==> config.mk <==
export PLATFORM = sky130hd
export DESIGN_NAME = csd_top
export DESIGN_NICKNAME = d
export VERILOG_FILES = /design/src/design/csd_pkg.sv /design/src/design/csd_top.sv
export VERILOG_INCLUDE_DIRS = /design/src /design/src/design
export SDC_FILE = /design/constraint.sdc
export NUM_CORES = 1
export LEC_CHECK = 0
export ABC_AREA = 1
export BUFFER_PORTS_ARGS = -buffer_cell sky130_fd_sc_hd__buf_2
export CAP_MARGIN = 20
export CORE_MARGIN = 3
export CORE_UTILIZATION = 56
export DETAILED_ROUTE_END_ITERATION = 8
export HOLD_SLACK_MARGIN = 0.06
export PLACE_DENSITY = 0.77
export SYNTH_ARGS = -nofsm -noshare
export SYNTH_HDL_FRONTEND = slang
export SYNTH_SLANG_ARGS = --single-unit
==> constraint.sdc <==
create_clock -name clk_sys -period 2.6 [get_ports clk_sys]
set_input_delay 0.26 -clock clk_sys [delete_from_list [all_inputs] [get_ports clk_sys]]
set_output_delay 0.26 -clock clk_sys [all_outputs]
set_load 0.03 [all_outputs]
==> src/design/csd_params.svh <==
// Register offsets, field positions, reset values for the channel scan block
`ifndef CSD_PARAMS_SVH
`define CSD_PARAMS_SVH

// ----------------------------------------------------------------------
// Register offsets (7-bit address)
// ----------------------------------------------------------------------
`define CSD_ADDR_SCAN 7'h20
`define CSD_ADDR_BGCAL 7'h21
`define CSD_ADDR_AUX 7'h22
`define CSD_ADDR_INCFG_BASE 7'h23
`define CSD_ADDR_DIAG 7'h2A
`define CSD_ADDR_THLD 7'h2B
`define CSD_ADDR_STAT 7'h2C
`define CSD_ADDR_HI_LSB 4

// ----------------------------------------------------------------------
// Field positions
// ----------------------------------------------------------------------
`define CSD_SCAN_MODE_LSB 6
`define CSD_SCAN_LAST_LSB 3
`define CSD_SCAN_FIRST_LSB 0
`define CSD_INCFG_BURN_BIT 7
`define CSD_DIAG_SHORT_BIT 7
`define CSD_DIAG_RAIL_BIT 6
`define CSD_DIAG_POR_BIT 5
`define CSD_DIAG_OVR_LSB 3
`define CSD_DIAG_CH_LSB 0
`define CSD_STAT_PEND_BIT 0
`define CSD_STAT_STBY_BIT 1

// ----------------------------------------------------------------------
// Reset values and limits
// ----------------------------------------------------------------------
`define CSD_SCAN_RST 8'h00
`define CSD_BGCAL_RST 2'h0
`define CSD_AUX_RST 4'h0
`define CSD_THLD_RST 8'h00
`define CSD_EXC_MAX_CODE 4'h9

`endif

==> src/design/csd_pkg.sv <==
// Types shared by the channel scan and diagnostics block
`default_nettype none
package csd_pkg;
    typedef enum logic [1:0] {
        single_channel_continuous,
        multi_channel_single_pass,
        multi_channel_continuous,
        multi_channel_with_burnout
    } csd_scan_e;

    typedef enum logic [1:0] {
        bgcal_off,
        bgcal_offset_corr_gain_est,
        bgcal_offset_gain_corr,
        bgcal_offset_gain_est
    } csd_bgcal_e;

    typedef enum logic [1:0] {
        csd_st_standby,
        csd_st_launch,
        csd_st_convert
    } csd_state_e;

    typedef enum logic [1:0] {
        ovr_normal,
        ovr_above_fs,
        ovr_mod_pos,
        ovr_mod_neg
    } csd_ovr_e;
endpackage

`default_nettype wire

==> src/design/csd_top.sv <==
// Channel scan sequencer and sensor diagnostic flags
//
// Operation
// - Four scan modes; scan control also holds first and last channel.
// - Scan control writes go to shadow, move to active at conversion start.
// - Shadow ignores writes until transferred; software polls pending bit.
// - Mode zero converts the first scan channel forever.
// - Mode one converts first to last once, then goes to standby.
// - Mode two converts first to last and repeats forever.
// - Mode three scans like two; burnout only after channel's conversion.
// - Burnout available in all modes, gated by per-channel enable.
// - Modes zero to two inject into every enabled channel.
// - Mode three injects into last sampled channel, advancing cyclically.
// - Excitation select sets sources 100uA to 1000uA in 100uA steps.
// - Short flag set when result magnitude within threshold register.
// - Near rail flag set when sampled channel within 50mV of rail.
// - Power-on flag set by reset event, cleared by diag read.
// - Over-range code: 0 normal, 1 above FS, 2 positive, 3 negative.
// - Three-bit result channel names the channel of the shown result.
// - Result of previous conversion shown while next one converts.
// - Seven-bit address splits into high [6:4] and low [3:0].
// - Background calibration select offers four modes zero to three.
`timescale 1ns/1ps
`default_nettype none
`include "csd_params.svh"

module csd_top
    import csd_pkg::*;
#(
    parameter int NUM_CH = 7
) (
    input wire logic clk_sys,                 // System clock, 40 MHz
    input wire logic nrst,                    // Async reset, active low
    input wire logic reg_wr_en,               // Register write strobe
    input wire logic reg_rd_en,               // Register read strobe
    input wire logic [6:0] reg_addr,          // Register address
    input wire logic [7:0] reg_wdata,         // Write data
    output logic [7:0] reg_rdata,             // Read data, next cycle
    input wire logic conv_done,               // Conversion finished pulse
    input wire logic [15:0] res_code,         // Signed result code
    input wire logic res_near_rail,           // Sampled input near a rail
    input wire logic res_over_fs,             // Input beyond full scale
    input wire logic res_ovr_pos,             // Modulator over-range, pos
    input wire logic res_ovr_neg,             // Modulator over-range, neg
    input wire logic por_event,               // Power-on reset event pulse
    output logic conv_start,                  // Conversion start pulse
    output logic [2:0] conv_ch,               // Channel being converted
    output logic converting,                  // Conversion in progress
    output logic standby,                     // Scan stopped
    output logic scan_update_pending,         // Shadow awaits transfer
    output logic [NUM_CH-1:0] burnout_inject, // Burnout current per channel
    output logic [3:0] exc_step,              // Excitation in 100uA steps
    output csd_bgcal_e bgcal_mode             // Background calibration mode
);

    // ------------------------------------------------------------------
    // Reset synchroniser
    // ------------------------------------------------------------------
    logic rst_meta_q;
    logic rst_n_q;

    always_ff @(posedge clk_sys or negedge nrst) begin
        if (!nrst) begin
            rst_meta_q <= 1'b0;
            rst_n_q <= 1'b0;
        end else begin
            rst_meta_q <= 1'b1;
            rst_n_q <= rst_meta_q;
        end
    end

    // ------------------------------------------------------------------
    // Helpers
    // ------------------------------------------------------------------
    function automatic logic [2:0] csd_next_ch(input logic [2:0] cur,
            input logic [2:0] first, input logic [2:0] last,
            input csd_scan_e mode);
        if (mode == single_channel_continuous || cur == last)
            return first;
        return cur + 3'h1;
    endfunction

    function automatic logic [16:0] csd_abs(input logic [15:0] v);
        if (v[15])
            return 17'h00000 - {1'b1, v};
        return {1'b0, v};
    endfunction

    // ------------------------------------------------------------------
    // Address decode
    // ------------------------------------------------------------------
    logic [2:0] addr_high_part;
    logic [3:0] addr_low_part;
    logic [2:0] incfg_idx;
    logic incfg_hit;

    assign addr_high_part = reg_addr[6:`CSD_ADDR_HI_LSB];
    assign addr_low_part = reg_addr[`CSD_ADDR_HI_LSB-1:0];
    assign incfg_idx = 3'(reg_addr - `CSD_ADDR_INCFG_BASE);
    assign incfg_hit = (reg_addr >= `CSD_ADDR_INCFG_BASE) &&
        (int'(incfg_idx) < NUM_CH) && (reg_addr < `CSD_ADDR_DIAG);

    function automatic logic csd_hit(input logic [2:0] hi,
            input logic [3:0] lo, input logic [6:0] target);
        return {hi, lo} == target;
    endfunction

    logic wr_scan;
    logic rd_diag;
    assign wr_scan = reg_wr_en && csd_hit(addr_high_part, addr_low_part,
        `CSD_ADDR_SCAN);
    assign rd_diag = reg_rd_en && csd_hit(addr_high_part, addr_low_part,
        `CSD_ADDR_DIAG);

    // ------------------------------------------------------------------
    // Scan control, shadow and active copies
    // ------------------------------------------------------------------
    logic [7:0] shadow_q;
    logic [7:0] active_q;
    logic pend_q;
    csd_state_e state_q;
    csd_scan_e act_mode;
    logic [2:0] act_first;
    logic [2:0] act_last;

    assign act_mode = csd_scan_e'(active_q[`CSD_SCAN_MODE_LSB +: 2]);
    assign act_first = active_q[`CSD_SCAN_FIRST_LSB +: 3];
    assign act_last = active_q[`CSD_SCAN_LAST_LSB +: 3];

    // Pending blocks rewrites so the sequencer never sees a torn update
    always_ff @(posedge clk_sys or negedge rst_n_q) begin
        if (!rst_n_q) begin
            shadow_q <= `CSD_SCAN_RST;
        end else if (wr_scan && !pend_q) begin
            shadow_q <= reg_wdata;
        end
    end

    always_ff @(posedge clk_sys or negedge rst_n_q) begin
        if (!rst_n_q) begin
            pend_q <= 1'b0;
        end else if (state_q == csd_st_launch && pend_q) begin
            pend_q <= 1'b0;
        end else if (wr_scan) begin
            pend_q <= 1'b1;
        end
    end

    always_ff @(posedge clk_sys or negedge rst_n_q) begin
        if (!rst_n_q) begin
            active_q <= `CSD_SCAN_RST;
        end else if (state_q == csd_st_launch && pend_q) begin
            active_q <= shadow_q;
        end
    end

    // ------------------------------------------------------------------
    // Sequencer
    // ------------------------------------------------------------------
    logic [2:0] ch_q;
    logic start_q;
    logic last_of_pass;

    assign last_of_pass = (act_mode == multi_channel_single_pass) &&
        (ch_q == act_last);

    always_ff @(posedge clk_sys or negedge rst_n_q) begin
        if (!rst_n_q) begin
            state_q <= csd_st_launch;
        end else begin
            unique case (state_q)
                csd_st_standby: begin
                    if (pend_q)
                        state_q <= csd_st_launch;
                end
                csd_st_launch: begin
                    state_q <= csd_st_convert;
                end
                csd_st_convert: begin
                    if (conv_done && last_of_pass && !pend_q)
                        state_q <= csd_st_standby;
                    else if (conv_done)
                        state_q <= csd_st_launch;
                end
            endcase
        end
    end

    // A fresh configuration restarts the scan at its first channel
    always_ff @(posedge clk_sys or negedge rst_n_q) begin
        if (!rst_n_q) begin
            ch_q <= 3'h0;
        end else if (state_q == csd_st_launch) begin
            if (pend_q)
                ch_q <= shadow_q[`CSD_SCAN_FIRST_LSB +: 3];
            else
                ch_q <= csd_next_ch(ch_q, act_first, act_last,
                    act_mode);
        end
    end

    always_ff @(posedge clk_sys or negedge rst_n_q) begin
        if (!rst_n_q)
            start_q <= 1'b0;
        else
            start_q <= (state_q == csd_st_launch);
    end

    assign conv_start = start_q;
    assign conv_ch = ch_q;
    assign converting = (state_q == csd_st_convert);
    assign standby = (state_q == csd_st_standby);
    assign scan_update_pending = pend_q;

    // ------------------------------------------------------------------
    // Per-channel config, burnout
    // ------------------------------------------------------------------
    logic [NUM_CH-1:0] burn_en_q;
    logic [2:0] burn_ch_q;
    logic burn_vld_q;
    logic [NUM_CH-1:0] burn_onehot;

    always_ff @(posedge clk_sys or negedge rst_n_q) begin
        if (!rst_n_q)
            burn_en_q <= '0;
        else if (reg_wr_en && incfg_hit)
            burn_en_q[incfg_idx] <= reg_wdata[`CSD_INCFG_BURN_BIT];
    end

    // Target is the channel that just finished sampling
    always_ff @(posedge clk_sys or negedge rst_n_q) begin
        if (!rst_n_q) begin
            burn_ch_q <= 3'h0;
            burn_vld_q <= 1'b0;
        end else if (converting && conv_done) begin
            burn_ch_q <= ch_q;
            burn_vld_q <= 1'b1;
        end
    end

    always_comb begin
        burn_onehot = '0;
        if (int'(burn_ch_q) < NUM_CH)
            burn_onehot[burn_ch_q] = burn_vld_q;
        if (!standby && int'(ch_q) < NUM_CH)
            burn_onehot[ch_q] = 1'b0;
    end

    // Outside mode three the injection overlaps the conversion by design
    assign burnout_inject = (act_mode == multi_channel_with_burnout) ?
        (burn_onehot & burn_en_q) : burn_en_q;

    // ------------------------------------------------------------------
    // Auxiliary and calibration settings
    // ------------------------------------------------------------------
    logic [3:0] exc_sel_q;
    logic [1:0] bgcal_q;

    always_ff @(posedge clk_sys or negedge rst_n_q) begin
        if (!rst_n_q) begin
            exc_sel_q <= `CSD_AUX_RST;
            bgcal_q <= `CSD_BGCAL_RST;
        end else if (reg_wr_en) begin
            if (reg_addr == `CSD_ADDR_AUX)
                exc_sel_q <= reg_wdata[3:0];
            if (reg_addr == `CSD_ADDR_BGCAL)
                bgcal_q <= reg_wdata[1:0];
        end
    end

    // Codes above the top step clamp to 1000uA
    assign exc_step = ((exc_sel_q > `CSD_EXC_MAX_CODE) ?
        `CSD_EXC_MAX_CODE : exc_sel_q) + 4'h1;
    assign bgcal_mode = csd_bgcal_e'(bgcal_q);

    // ------------------------------------------------------------------
    // Diagnostic flags
    // ------------------------------------------------------------------
    logic [7:0] thld_q;
    logic short_q;
    logic rail_q;
    logic por_q;
    csd_ovr_e ovr_q;
    logic [2:0] res_ch_q;
    csd_ovr_e ovr_d;

    always_ff @(posedge clk_sys or negedge rst_n_q) begin
        if (!rst_n_q)
            thld_q <= `CSD_THLD_RST;
        else if (reg_wr_en && reg_addr == `CSD_ADDR_THLD)
            thld_q <= reg_wdata;
    end

    always_comb begin
        if (res_ovr_pos)
            ovr_d = ovr_mod_pos;
        else if (res_ovr_neg)
            ovr_d = ovr_mod_neg;
        else if (res_over_fs)
            ovr_d = ovr_above_fs;
        else
            ovr_d = ovr_normal;
    end

    // Held through the next conversion, so software reads the prior one
    always_ff @(posedge clk_sys or negedge rst_n_q) begin
        if (!rst_n_q) begin
            short_q <= 1'b0;
            rail_q <= 1'b0;
            ovr_q <= ovr_normal;
            res_ch_q <= 3'h0;
        end else if (converting && conv_done) begin
            short_q <= csd_abs(res_code) <= {9'h000, thld_q};
            rail_q <= res_near_rail;
            ovr_q <= ovr_d;
            res_ch_q <= ch_q;
        end
    end

    // Power-on flag: event wins over the read that would clear it
    always_ff @(posedge clk_sys or negedge rst_n_q) begin
        if (!rst_n_q)
            por_q <= 1'b1;
        else if (por_event)
            por_q <= 1'b1;
        else if (rd_diag)
            por_q <= 1'b0;
    end

    // ------------------------------------------------------------------
    // Read mux
    // ------------------------------------------------------------------
    logic [7:0] rd_d;

    always_comb begin
        rd_d = 8'h00;
        if (incfg_hit)
            rd_d[`CSD_INCFG_BURN_BIT] = burn_en_q[incfg_idx];
        unique case (reg_addr)
            `CSD_ADDR_SCAN: rd_d = shadow_q;
            `CSD_ADDR_BGCAL: rd_d = {6'h00, bgcal_q};
            `CSD_ADDR_AUX: rd_d = {4'h0, exc_sel_q};
            `CSD_ADDR_DIAG: rd_d = {short_q, rail_q, por_q, ovr_q, res_ch_q};
            `CSD_ADDR_THLD: rd_d = thld_q;
            `CSD_ADDR_STAT: rd_d = {6'h00, standby, pend_q};
            default: ;
        endcase
    end

    always_ff @(posedge clk_sys or negedge rst_n_q) begin
        if (!rst_n_q)
            reg_rdata <= 8'h00;
        else if (reg_rd_en)
            reg_rdata <= rd_d;
    end
endmodule // csd_top

`default_nettype wire

==> results <==
- The congestion estimate from routability-driven global placement came to slightly above 0.9.
- Of all nets on the critical path, the largest fanout is 4.
- The width of the chip is around 90 um.
- The actual slew at the worst max-slew pin is roughly 0.72 ns.
- In this run the tightest slew margin relative to its limit is ~52%.
- The delay of the slowest cell on the worst path is a little under 0.4 ns.
- The latest clock arrival within the worst-skew pair is 0.33 ns.
- The total of buffers placed on input and output ports is ~70.
- For this run the aggregate overflow at the end of global routing stands at 0.
- The flow ran to the end, and the final reports show no timing, DRC or antenna violations.
- The initialized floorplan defines 29 standard-cell rows.
- Synthesis inferred 63 register bits.
- The count of final hold-check violations is 0.
- For the final routed database, the setup TNS stands at 0 ns.
- In this run, post-CTS repair resized a total of 0 instances.
- In the synthesized netlist the async set-or-reset flop fraction comes to between 90% and 100%.
- For this run, the number of standard cells in the final layout without fillers is 688.
- Setup repair after global routing left no endpoint under its margin.
- The final layout contains 662 nets.
- Among all stages on the critical path, the largest delay is contributed by dfrtp_1.
- The start-to-end type of the worst setup path is flop to output pin.
- The maximum frequency from static timing analysis is 499 MHz.
- The instance count on the critical path is 6.
- The die is between 80 and 90 um tall.
- On the final layout, the worst clock skew is 0.0100 ns.
- The cell type group with the largest total delay on the critical path is flip-flops.
- For this run, design rule violations remaining after detail routing come to 0.
- The register-to-register setup slack is 0.74 ns.
- After synthesis, the netlist uses 39 different library cells.
- The worst setup path is captured at an output pin.
- After clock tree synthesis, the clock-pin slew on the worst setup and hold paths is about 0.070 ns.
- The synthesized design devotes to its leading area cell type 39.4% of total area.
- The final setup violation count is 0.
- The iteration count of the initial detailed-routing pass is 5.
- The CTS tree is done.
- The startpoint kind of the worst setup timing path is a flop.
- For this block, the routed nets add up to 9200 um of wire.
- Summing the sequential cell areas from Yosys gives between 40% and 50% of the chip area.
- The endpoint required time on the critical path is roughly 2.3 ns.
- The Yosys step of the flow raised 0 warnings.
- The class of the tightest hold or removal check is flop to async pin.
- The net count after synthesis is about 590.
- The standby leakage power is between 2 and 2.5 nW.
- The average via count per standard cell is 5.28.
- The number of levels in the clock H-tree is 3.
- The power per cell area is 666 nW/um^2.
- By area the synthesized netlist is led by dfrtp_1 39%, nand2_1 14%, inv_1 8.0%.
- Of all cell types, the one taking the most synthesized area is dfrtp_1.
- The CTS sink count is between 60 and 70.
- Overall power consumption after layout is estimated at 2.97 mW.
- The final antenna diode count is 0.
- The starting DRC count in detailed routing is 188.
- The initial standard-cell utilization of the core is between 50% and 60%.
- The data arrival at the endpoint of the critical path is between 1.5 and 2 ns.
- Synthesis handed over a netlist of between 500 and 600 instances.
- The placeable core region is roughly 6500 um^2.
- The most frequently used cell type in the post-synthesis netlist is nand2_1.
- For this run, the total global-route usage over all layers was measured as about 25%.
- The residual antenna-violating net count after detailed routing is 0.
- The worst-case IR drop observed on VDD is roughly 0.00028 V.
- In the synthesized netlist the dominant register cell turns out to be dfrtp_1.
- The minimum period implied by the final worst setup slack is 2.01 ns.
- The maximum buffer depth of the clock tree is 2.
- The post-synthesis area per instance is 7.29 um^2.
- The via count of the first global-routing pass is about 3.4k.
- The synthesis-to-layout area growth is 15.1%.
- The initial antenna violation count was 0.
- The synthesized design contains 0 enable-type register cells.
- The full die area is between 7000 and 8000 um^2.
- The number of top-level design ports is between 60 and 70.
- The wire-length estimate of the detail-placed layout is a little over 7000 um.
- The count of cells along the worst register-to-register path is 6.
- Entering global routing, the biggest net connects 58 pins.
- The reported max-cap violation count is 0.
- The number of buffers and inverters on the critical path is 2.
- The total number of vias is approximately 3.6k.
- The count of pins over their slew limit was 0.
- The ratio of cells with drive above 1 in the final layout is about 17%.
- After detailed routing, the average wire length per cell comes to 13.4 um.
- Clock tree synthesis inserted a total of 9 buffers.
- The final cycle utilization of the critical path is 77.1%.
- In this run the clock root is driven by a clkbuf_8.
- By count the netlist is led by 148 x nand2_1, 83 x inv_1, 62 x o21ai_0.
- Walking the worst path, the cells encountered are nor2_1 > inv_1 > nand3_1 > o21ai_0 > a21oi_1 > buf_2.
- The post-synthesis instance area is 3870 um^2.
- The global-route wire length before repair is between 15,000 and 20,000 um.
- The total instance count after detailed placement is 671.
path summary, 6_finish.rpt:
kind	from	to
max in group asynchronous	rst_n_q$_DFF_PN0_	shadow_q[6]$_DFFE_PN0P_
min	rst_n_q$_DFF_PN0_	bgcal_mode[0]$_DFFE_PN0P_
max reg2reg	state_q[0]$_DFFE_PN1P_	active_q[5]$_DFFE_PN0P_
max	state_q[1]$_DFFE_PN0P_	burnout_inject[0]
min reg2reg	rst_n_q$_DFF_PN0_	bgcal_mode[0]$_DFFE_PN0P_
min in group clk_sys	res_ovr_pos	ovr_q[0]$_DFFE_PN0P_
state kept, by name, summed over array words and instances (netlist names):
signal / count
bgcal_mode: 2
burn_vld_q: 1
exc_sel_q: 4
ovr_q: 2
conv_ch: 3
reg_rdata: 8
scan_update_pending: 1
rail_q: 1
conv_start: 1
res_ch_q: 3
por_q: 1
state_q: 2
short_q: 1
shadow_q: 8
burn_en_q: 7
active_q: 8
rst_n_q: 1
rst_meta_q: 1
thld_q: 8
cell type report:
type | count | area [um^2]
Tap cell | 77 | 96.3
Clock buffer | 10 | 128
Inverter | 85 | 319
Sequential cell | 63 | 1580
Multi-Input combinational cell | 376 | 1930
Fill cell | 579 | 2080
Timing Repair Buffer | 71 | 365
Clock inverter | 6 | 37.5
metal layers:
layer / wire [um] / GRT usage [%]
met4: 110 / 7.44
met3: 588 / 5.99
met2: 4460 / 41.5
met5: 0 / 0
met1: 4050 / 31.7
metrics by stage:
| step | utilization, % | instance area (um^2) | setup WS (ns) | hold slack (ns) |
|---|---|---|---|---|
| after detailed placement | 65.5 | 4280 | 0.358 | 0.0479 |
| after global routing | 68.2 | 4460 | 0.371 | 0.0829 |
| after CTS | 68.2 | 4460 | 0.565 | 0.0719 |
| final | 68.2 | 4460 | 0.595 | 0.0708 |
| after floorplan | - | 3870 | 0.402 | -0.0356 |
| after global placement | 65.5 | 4280 | 0.499 | 0.0449 |
what timing repair did:
| action | CTS | global route |
|---|---|---|
| hold endpoints to repair | 2 | 0 |
| buffers inserted | 0 | 0 |
| hold buffers | 1 | 0 |
worst register-to-register path, stage by stage (launching register included):
cell and delay (ns):
dfstp_2 0.54, inv_1 0.04, nor2_1 0.35, inv_1 0.15, nor2_2 0.31, inv_1 0.18, o21ai_0 0.20
kinds of logic after synthesis:
kind of cell	after synthesis	share of synthesized area (%)
buffers and inverters	92	9.37
AOI/OAI and AO/OA	105	15.2
DFF	63	40.8
and+or+nand+nor	242	26.6
adders and majority gates	15	4.85
other	1	0.0969
xor gates and xnor gates	13	3.14
cell usage in the layout, fill, tap and decap left out, types with 5 or more instances in the layout:
cell / instances
xnor2_1: 6
clkbuf_8: 9
nand2_1: 148
a21oi_1: 13
nand3_1: 28
o21ai_0: 62
xor2_1: 6
inv_1: 83
o211ai_1: 8
ha_1: 15
buf_2: 68
nor2_1: 47
o21ai_1: 5
dfrtp_1: 60
power breakdown:
| group | total (mW) | switching [mW] | internal [mW] |
|---|---|---|---|
| combinational | 0.971 | 0.656 | 0.315 |
| sequential | 1.28 | 0.128 | 1.15 |
| clock | 0.721 | 0.381 | 0.340 |
Power figures use the tool's default switching activity.
